`src/rtl/cfgma_regs.svh`:
```
/*
  token codes, message field lengths and resource-id layout for the
  configuration message access block.
  assumes: included by bare name from the two rtl modules, not from the package.
*/
`ifndef CFGMA_REGS_SVH
`define CFGMA_REGS_SVH

// control tokens
`define CFGMA_TOK_WRITE 8'hC0
`define CFGMA_TOK_READ 8'hC1
`define CFGMA_TOK_ACK 8'h03
`define CFGMA_TOK_NACK 8'h04
`define CFGMA_TOK_END 8'h01

// reply id low byte that suppresses a write reply
`define CFGMA_NO_REPLY 8'hFF

// status-register resource id: number in bits 15:8, type code in 7:0
`define CFGMA_PS_TYPE 8'h0B
`define CFGMA_PS_NUM_LSB 8
`define CFGMA_PS_NUM_MSB 15

// field lengths, as count of bytes minus one
`define CFGMA_DEST_LAST 3'h2
`define CFGMA_REGN_LAST 3'h1
`define CFGMA_DATA_LAST 3'h3

`endif

```
`src/rtl/cfgma_pkg.sv`:
```
/*
  types of the configuration message access block: state enums and the
  packed state records of the interpreter and the reply sender.
  assumes: cfgma_regs.svh is on the include path.
*/
package cfgma_pkg;

  typedef enum logic [3:0] {
    ST_IDLE, ST_DEST, ST_REGN, ST_DATA, ST_END, ST_DRAIN, ST_ACCESS, ST_PSACC, ST_REPLY
  } cfgma_st_t;

  typedef enum logic [1:0] {TX_IDLE, TX_HEAD, TX_DATA, TX_TAIL} cfgma_tx_st_t;

  typedef struct packed {
    cfgma_st_t st;
    logic [23:0] dest;
    logic [15:0] regNum;
    logic [31:0] data;
    logic [2:0] cnt;
    logic isWrite;
    logic inReady;
    logic regReq;
    logic regWrite;
    logic regSpace;
    logic psDone;
    logic psErr;
    logic [31:0] psRdata;
    logic start;
    logic ok;
  } cfgma_main_t;

  typedef struct packed {
    cfgma_tx_st_t st;
    logic valid;
    logic ctrl;
    logic [7:0] byteOut;
    logic [23:0] dest;
    logic [31:0] data;
    logic [1:0] cnt;
    logic withData;
    logic busy;
  } cfgma_tx_t;

endpackage

```
`src/rtl/cfgma_reply_if.sv`:
```
/*
  carrier between the message interpreter and the reply sender.
  assumes: both ends on the same clock.
*/
`timescale 1ns/1ps
`default_nettype none

interface cfgma_reply_if;
  logic start;
  logic ok;
  logic withData;
  logic [31:0] data;
  logic [23:0] dest;
  logic busy;

  modport main (output start, output ok, output withData, output data, output dest, input busy);
  modport tx (input start, input ok, input withData, input data, input dest, output busy);
endinterface

`default_nettype wire

```
`src/rtl/cfgma_reply_tx.sv`:
```
/*
  reply sender: emits ack or nack token, optional 32-bit data msb first,
  then the end token, toward the reply channel-end.
  assumes: start is a one-cycle pulse only while busy is low.
*/
`timescale 1ns/1ps
`default_nettype none
`include "cfgma_regs.svh"

module cfgma_reply_tx (
  // clock and reset
  input wire logic ref_clk,
  input wire logic rst_n,
  // request from the interpreter
  cfgma_reply_if.tx rep,
  // reply token stream
  input wire logic outReady,
  output logic outValid,
  output logic outCtrl,
  output logic [7:0] outByte,
  output logic [23:0] outDest
);
  import cfgma_pkg::*;

  cfgma_tx_t q;
  cfgma_tx_t d;
  logic sent;

  // one token leaves when valid meets ready
  assign sent = q.valid && outReady;

  // token sequencer
  always_comb begin
    d = q;
    case (q.st)
      TX_IDLE: begin
        if (rep.start) begin
          d.st = TX_HEAD;
          d.valid = 1'b1;
          d.ctrl = 1'b1;
          d.byteOut = rep.ok ? `CFGMA_TOK_ACK : `CFGMA_TOK_NACK;
          d.dest = rep.dest;
          d.data = rep.data;
          d.withData = rep.ok && rep.withData;
          d.busy = 1'b1;
        end
      end
      TX_HEAD: begin
        if (sent) begin
          if (q.withData) begin
            d.st = TX_DATA;
            d.ctrl = 1'b0;
            d.byteOut = q.data[31:24];
            d.data = {q.data[23:0], 8'h00};
            d.cnt = 2'h3;
          end else begin
            d.st = TX_TAIL;
            d.byteOut = `CFGMA_TOK_END;
          end
        end
      end
      TX_DATA: begin
        if (sent) begin
          if (q.cnt == 2'h0) begin
            d.st = TX_TAIL;
            d.ctrl = 1'b1;
            d.byteOut = `CFGMA_TOK_END;
          end else begin
            d.byteOut = q.data[31:24];
            d.data = {q.data[23:0], 8'h00};
            d.cnt = q.cnt - 2'h1;
          end
        end
      end
      default: begin
        if (sent) begin
          d.st = TX_IDLE;
          d.valid = 1'b0;
          d.ctrl = 1'b0;
          d.busy = 1'b0;
        end
      end
    endcase
  end

  // state register
  always_ff @(posedge ref_clk) begin
    if (!rst_n) begin
      q <= '0;
    end else begin
      q <= d;
    end
  end

  // outputs straight from the state record
  assign outValid = q.valid;
  assign outCtrl = q.ctrl;
  assign outByte = q.byteOut;
  assign outDest = q.dest;
  assign rep.busy = q.busy;

endmodule

`default_nettype wire

```
`src/rtl/cfgma_msg_access.sv`:
```
/*
  configuration message interpreter: parses write and read request
  messages from the token stream, runs one register access on the
  backend, and hands the reply to the reply sender. also serves the
  processor status-register word read and write port.
  assumes: the token stream, backend and processor port share ref_clk;
  the backend answers each held regReq with a one-cycle regAck.
*/
`timescale 1ns/1ps
`default_nettype none
`include "cfgma_regs.svh"

module cfgma_msg_access (
  // clock and reset
  input wire logic ref_clk,
  input wire logic rst_n,
  // request token stream
  input wire logic inValid,
  input wire logic inCtrl,
  input wire logic [7:0] inByte,
  output logic inReady,
  // reply token stream
  input wire logic outReady,
  output logic outValid,
  output logic outCtrl,
  output logic [7:0] outByte,
  output logic [23:0] outDest,
  // register backend
  output logic regReq,
  output logic regWrite,
  output logic regSpace,
  output logic [15:0] regAddr,
  output logic [31:0] regWdata,
  input wire logic regAck,
  input wire logic regErr,
  input wire logic [31:0] regRdata,
  // processor status-register port
  input wire logic psReq,
  input wire logic psWrite,
  input wire logic [31:0] psResId,
  input wire logic [31:0] psWdata,
  output logic psDone,
  output logic psErr,
  output logic [31:0] psRdata
);
  import cfgma_pkg::*;

  cfgma_main_t q;
  cfgma_main_t d;
  logic take;
  logic isEnd;

  cfgma_reply_if rep ();

  // close a message: reply unless a write asks for silence
  function automatic cfgma_main_t finishMsg(cfgma_main_t s, logic okFlag);
    cfgma_main_t r;
    r = s;
    r.ok = okFlag;
    if (s.isWrite && s.dest[7:0] == `CFGMA_NO_REPLY) begin
      r.st = ST_IDLE;
    end else begin
      r.st = ST_REPLY;
      r.start = 1'b1;
    end
    return r;
  endfunction

  // a token is consumed when valid meets ready
  assign take = inValid && q.inReady;
  assign isEnd = inCtrl && inByte == `CFGMA_TOK_END;

  // message parser and access sequencer
  always_comb begin
    d = q;
    d.psDone = 1'b0;
    case (q.st)
      ST_IDLE: begin
        if (take && inCtrl && inByte == `CFGMA_TOK_WRITE) begin
          d.st = ST_DEST;
          d.isWrite = 1'b1;
          d.cnt = `CFGMA_DEST_LAST;
        end else if (take && inCtrl && inByte == `CFGMA_TOK_READ) begin
          d.st = ST_DEST;
          d.isWrite = 1'b0;
          d.cnt = `CFGMA_DEST_LAST;
        end else if (psReq && !q.psDone) begin
          if (psResId[7:0] == `CFGMA_PS_TYPE && psResId[31:16] == 16'h0000) begin
            d.st = ST_PSACC;
            d.regReq = 1'b1;
            d.regSpace = 1'b1;
            d.regWrite = psWrite;
            d.regNum = {8'h00, psResId[`CFGMA_PS_NUM_MSB:`CFGMA_PS_NUM_LSB]};
            d.data = psWdata;
          end else begin
            d.psDone = 1'b1;
            d.psErr = 1'b1;
            d.psRdata = 32'h0000_0000;
          end
        end
      end
      ST_DEST, ST_REGN, ST_DATA: begin
        if (take) begin
          if (inCtrl) begin
            d = isEnd ? finishMsg(q, 1'b0) : q;
            d.psDone = 1'b0;
            if (!isEnd) begin
              d.st = ST_DRAIN;
            end
          end else if (q.st == ST_DEST) begin
            d.dest = {q.dest[15:0], inByte};
            d.cnt = q.cnt - 3'h1;
            if (q.cnt == 3'h0) begin
              d.st = ST_REGN;
              d.cnt = `CFGMA_REGN_LAST;
            end
          end else if (q.st == ST_REGN) begin
            d.regNum = {q.regNum[7:0], inByte};
            d.cnt = q.cnt - 3'h1;
            if (q.cnt == 3'h0) begin
              d.st = q.isWrite ? ST_DATA : ST_END;
              d.cnt = `CFGMA_DATA_LAST;
            end
          end else begin
            d.data = {q.data[23:0], inByte};
            d.cnt = q.cnt - 3'h1;
            if (q.cnt == 3'h0) begin
              d.st = ST_END;
            end
          end
        end
      end
      ST_END: begin
        if (take) begin
          if (isEnd) begin
            d.st = ST_ACCESS;
            d.regReq = 1'b1;
            d.regSpace = 1'b0;
            d.regWrite = q.isWrite;
          end else begin
            d.st = ST_DRAIN;
          end
        end
      end
      ST_DRAIN: begin
        // discard until the closing token, then report failure
        if (take && isEnd) begin
          d = finishMsg(q, 1'b0);
          d.psDone = 1'b0;
        end
      end
      ST_ACCESS: begin
        if (regAck) begin
          d = finishMsg(q, !regErr);
          d.psDone = 1'b0;
          d.regReq = 1'b0;
          if (!q.isWrite) begin
            d.data = regRdata;
          end
        end
      end
      ST_PSACC: begin
        if (regAck) begin
          d.st = ST_IDLE;
          d.regReq = 1'b0;
          d.psDone = 1'b1;
          d.psErr = regErr;
          d.psRdata = q.regWrite ? 32'h0000_0000 : regRdata;
        end
      end
      default: begin
        // wait for the sender to take and finish the reply
        d.start = 1'b0;
        if (!q.start && !rep.busy) begin
          d.st = ST_IDLE;
        end
      end
    endcase
    // tokens are taken only while parsing or draining
    d.inReady = (d.st == ST_IDLE || d.st == ST_DEST || d.st == ST_REGN ||
                 d.st == ST_DATA || d.st == ST_END || d.st == ST_DRAIN);
  end

  // state register
  always_ff @(posedge ref_clk) begin
    if (!rst_n) begin
      q <= '0;
    end else begin
      q <= d;
    end
  end

  // reply request toward the sender
  assign rep.start = q.start;
  assign rep.ok = q.ok;
  assign rep.withData = !q.isWrite;
  assign rep.data = q.data;
  assign rep.dest = q.dest;

  // outputs straight from the state record
  assign inReady = q.inReady;
  assign regReq = q.regReq;
  assign regWrite = q.regWrite;
  assign regSpace = q.regSpace;
  assign regAddr = q.regNum;
  assign regWdata = q.data;
  assign psDone = q.psDone;
  assign psErr = q.psErr;
  assign psRdata = q.psRdata;

  // reply token sender
  cfgma_reply_tx u_tx (
    .ref_clk(ref_clk),
    .rst_n(rst_n),
    .rep(rep.tx),
    .outReady(outReady),
    .outValid(outValid),
    .outCtrl(outCtrl),
    .outByte(outByte),
    .outDest(outDest)
  );

endmodule

`default_nettype wire

```
`config.mk`:
```
export PLATFORM = sky130hd
export DESIGN_NAME = cfgma_msg_access
export DESIGN_NICKNAME = d
export VERILOG_FILES = /design/src/rtl/cfgma_pkg.sv /design/src/rtl/cfgma_reply_if.sv /design/src/rtl/cfgma_reply_tx.sv /design/src/rtl/cfgma_msg_access.sv
export VERILOG_INCLUDE_DIRS = /design/src /design/src/rtl
export SDC_FILE = /design/constraint.sdc
export NUM_CORES = 1
export LEC_CHECK = 0
export BUFFER_PORTS_ARGS = -buffer_cell sky130_fd_sc_hd__buf_2
export CORE_MARGIN = 5
export CORE_UTILIZATION = 58
export DETAILED_ROUTE_END_ITERATION = 16
export GPL_ROUTABILITY_DRIVEN = 0
export PLACE_DENSITY = 0.84
export SYNTH_ARGS = -nofsm -noshare
export SYNTH_HDL_FRONTEND = slang
export SYNTH_SLANG_ARGS = --single-unit
```
`constraint.sdc`:
```
create_clock -name ref_clk -period 4.6 [get_ports ref_clk]
set_input_delay 0.23 -clock ref_clk [delete_from_list [all_inputs] [get_ports ref_clk]]
set_output_delay 0.23 -clock ref_clk [all_outputs]
set_load 0.03 [all_outputs]
```
Word level (Yosys, flattened, before mapping)
Cells that the tools add are included.
{"block": "word_totals", "reg_bits": 192, "output_inout_bits": 120, "wordCells": 216}
{"block": "classes", "addsub": 2, "n_eq_ne": 44, "mux": 82, "n_bitwise": 6, "reduce_logical": 58}
{"operator": "$mux 120", "n": 4}
{"operator": "$mux 48", "n": 5}
{"operator": "$pmux 52 s4", "n": 1}
{"operator": "$mux 34", "n": 6}
{"operator": "$pmux 34 s5", "n": 1}
{"operator": "$mux 37", "n": 3}
{"operator": "$mux 32", "n": 3}
{"operator": "$pmux 32 s3", "n": 1}
{"operator": "$mux 79", "n": 1}
{"operator": "$pmux 24 s3", "n": 1}
{"operator": "$mux 4", "n": 17}
{"operator": "$mux 68", "n": 1}
{"operator": "$mux 41", "n": 1}
{"operator": "$ne 2x2->1 const B", "n": 20}
{"operator": "$reduce_and 6->1", "n": 6}
{"operator": "$mux 3", "n": 9}
{"operator": "$eq 4x3->1 const B", "n": 6}
{"operator": "$eq 8x8->1 const B", "n": 3}
{"operator": "$mux 24", "n": 1}
{"operator": "$pmux 4 s6", "n": 1}
{"operator": "$pmux 8 s3", "n": 1}
{"operator": "$reduce_and 11->1", "n": 2}
{"operator": "$mux 9", "n": 2}
{"operator": "$eq 4x2->1 const B", "n": 4}
{"operator": "other kinds (40)", "n": 92}

Depth between registers and ports, before layout
{"block": "logic_depth", "word_depth": 14, "mapped_depth": 9, "mapped_depth_nobuf": 7}

Hierarchy
A second synthesis with hierarchy kept.
{"block": "hier_totals", "hier_cells": 1119, "hier_area_um2": 9750.6}
{"mod": "cfgma_msg_access", "instances": 1, "cells_each": 728, "area_per_inst_um2": 6272.3, "seq_area_each_um2": 2402.3}
{"mod": "cfgma_reply_tx", "instances": 1, "cells_each": 391, "area_per_inst_um2": 3478.3, "seq_area_each_um2": 1441.4}

Worst setup path before layout
OpenSTA, ideal clock, no wires.
{"block": "synth_path", "kind": "register to register", "startpoint": "reg u_tx.q[70] in the netlist's numbering", "endpoint": "reg u_tx.q[25] in the netlist's numbering", "setup_ps": 132, "arrival_ps": 1856, "t_required_ps": 4468, "setup_slack_ps": 2612, "path_stages_with_launch": 9, "n_path_buf": 1, "cell_sequence": "dfxtp_1 -> inv_1 -> ha_1 -> a2bb2oi_1 -> nor3_1 -> nand2_1 -> clkbuf_1 -> a211oi_1 -> nor3_1"}
{"block": "synth_between", "elab_chain_len": 3, "word_cells_on_any_way": 11, "classes_between": "7 x eq/ne; 1 x mux; 3 x reduce/logical"}
{"item": "start: declaration", "line_no": "cfgma_reply_tx.sv:25", "rtl": "cfgma_tx_t q;"}
{"item": "start signal: assignment", "line_no": "cfgma_reply_tx.sv:89", "rtl": "q <= '0;"}
{"item": "start signal: assignment", "line_no": "cfgma_reply_tx.sv:91", "rtl": "q <= d;"}
{"item": "$eq 2x2->1, or another cell as far along", "line_no": "cfgma_reply_tx.sv:35", "rtl": "case (q.st)"}
{"item": "$ne 2x2->1 (no line), or another cell as far along"}
{"item": "$reduce_and 6->1 (no line)"}
Parallel ways exist; a longest one is shown, timed or not.
A chain may end at the register's enable or synchronous reset.

Worst setup path in the final report
{"block": "layout_path", "startpoint": "reg u_tx.q[70] in the netlist's numbering", "endpoint": "reg u_tx.q[30] in the netlist's numbering"}
Same word-level chain as after synthesis.

==> flow_summary.yaml <==
grt:
  globalRouteTotalUtil_pct: 26.7
  antenna_found_initial: 2
  grt_pass1_wl_um: 42500
  grt_pass1_vias: 8183
  grt_max_degree: 111
  grt_use_met2_pct: 45.2
  globalRouteMet1Util_pct: 31.6
  grtUsageMet3_pct: 6.72
  grt-ovfl-total: 0
  gr-max-usage-layer: "met2"
yosys:
  synthFlopType: "dfxtp_1"
  ys_types: 74
  synth-edff-count: 0
  synth-seq-area-share_pct: 39.7
  syn_inst: 1205
  ys_seq_elements: 192
  avgSynthCellArea_um2: 8.03
  yosysWarnings: 0
  ys_async_sr_fraction_pct: 0
  synth_area_um2: 9670
  synth_fp_nets: 1327
cts:
  cts.sinks: 192
  path_clk_slew_ns: 0.07
  cts_max_level: 4
  cts.path.max_buffers: 2
  cts_inserted_buffers: 17
  hold_buffers: 0
  cts_tree: "built"
  cts_resized: 0
  cts-root-buf: "clkbuf_16"
  post_cts_buffers: 0
  clk_latency_ns: 0.44
worst_setup_path:
  crit_path_end_kind: "flip-flop"
  cp_top_family: "simple AND/OR/NAND/NOR gates"
  arrival_ns: 3.10
  crit_type: "reg -> reg"
  crit_fanout: 33
  cp-start-kind: "flip-flop"
  cp_common_cell: "a211oi_1"
  slowest_stage: "nand2_1"
  crit_chain: "inv_1 > ha_1 > a2bb2oi_1 > nor3_1 > nand2_1 > a211oi_1 > a211oi_1"
  cp_slowest_stage_delay_ns: 0.71
  path_buf_inv: 1
  required_ns: 4.87
die:
  ios: 233
  die-height_um: 139
  fp-row-count: 47
  start_util_pct: 58.8
  die_w_um: 139
  die-area_um2: 19400
  fp.coreArea_um2: 16500
routing:
  via_per_inst: 5.82
  ant_nets: 0
  drt_wl_total_um: 27000
  drt_iter0_markers: 857
  firstDrtPassIters: 6
  vias: 8690
  post-route-drc-count: 0
  wl_per_cell_um: 18.1
final_layout:
  final_common_cell: "nand2_1"
  drive_gt1_share_pct: 23.1
  syn2layout_area_growth_pct: 8.33
  most-common-layout-cells: "nand2_1, buf_2, dfxtp_1, nor2_1, a21oi_1"
  nets: 1381
timing:
  relSlewSlack_pct: 20.0
  skew_ns: 0.0130
  fin_tns_setup_ns: 0
  setup_violations: 0
  finalMaxSlewViolations: 0
  tightest_slew_ns: 1.19
  post-route-period-util_pct: 61.5
  rsz0062_at_grt: "no"
  hold_ws_ns: 0.0304
  max_freq_mhz: 353
  hold_viol: 0
  period_minus_slack_ns: 2.83
power_and_ir_drop:
  p_per_area_nw_per_um2: 311
  p_leak_nw: 4.51
  irDropWorstVdd_mv: 0.277
outcome:
  status: "complete, no violations"
place:
  hpwl_um: 18900
  port_buffers: 232
min_path:
  min_path_type: "in -> reg"
job:
  cap_violations: 0
## worst min-delay path: stages
cell	delay (ns)
buf_2	0.10
nand2_1	0.04
o21ai_1	0.06
## flip-flops by register name (all words and copies together), names as in the netlist, 8 cells and up
register,flops
q,8
u_tx.outByte,8
regWdata,32
psRdata,32
regAddr,16
rep.dest,24
u_tx.q,37
u_tx.outDest,24
## power by group
group | switching (mW) | internal [mW]
combinational | 0.110 | 0.0709
clock | 0.690 | 0.723
sequential | 0.00292 | 1.66
## synth_stat cells (all sizes together), types with 15 or more instances
cell / instances / area share [%]
inv: 15 / 0.58
nor3: 33 / 1.8
o21ai: 26 / 1.3
a211oi: 16 / 1.2
a21oi: 71 / 3.7
o22ai: 27 / 1.7
nor2: 84 / 3.3
mux2i: 51 / 5.3
a221o: 26 / 2.7
clkbuf: 64 / 2.5
dfxtp: 192 / 40
nand2: 289 / 11
a221oi: 17 / 1.5
nand3: 26 / 1.3
buf: 142 / 11
## final timing paths
kind         slack [ns]                       endpoint  cells after the start                      start
max                1.77        u_tx.q[30]$_SDFFE_PN0P_                      7    u_tx.q[70]$_SDFFE_PN0P_
min                0.03        psRdata[7]$_SDFFE_PN0P_                      3                regRdata[7]
max reg2reg        1.77        u_tx.q[30]$_SDFFE_PN0P_                      7    u_tx.q[70]$_SDFFE_PN0P_
min reg2reg        0.45  u_tx.outDest[23]$_SDFFE_PN0P_                      2  rep.dest[23]$_SDFFE_PN0P_
## routing by layer
layer  vias up  wire length [um]
met3        98              2380
met1      4003             10200
met5         -                15
met4         4              1260
li1       4164                 -
met2       421             13100
## metrics by stage
| step | worst slack, ns | total power, mW | utilization, % | instances | area, um2 |
|---|---|---|---|---|---|
| finish | 1.77 | 3.26 | 63.6 | 1493 | 10500 |
| global route | 1.49 | 3.36 | 63.6 | 1492 | 10500 |
| CTS | 1.80 | 3.27 | 63.6 | 1492 | 10500 |
| detailed placement | 1.80 | 1.88 | 60.2 | 1460 | 9920 |
| global placement | 1.92 | 1.88 | 60.2 | 1460 | 9920 |
| floorplan | 2.61 | 1.80 | - | 1205 | 9670 |
## cells by family after synthesis
logic type / after synthesis / share of synthesized area, %
and+or+nand+nor: 495 / 22.9
adders and majority gates: 9 / 1.16
muxes: 52 / 5.39
DFF: 192 / 39.7
AOI/OAI and AO/OA: 236 / 17.1
buffers and inverters: 221 / 13.7
## area by class of cell
type                       instances  area (um2)
fill                            1504        5990
multi-input combinational        792        4510
sequential                       192        3840
timing repair buffer             241        1230
clock buffer                      18         439
tap                              220         275
clock inverter                    14         120
inverter                          15        56.3
antenna                            1        2.50
Note: power is estimated with default switching activity, not from simulation.
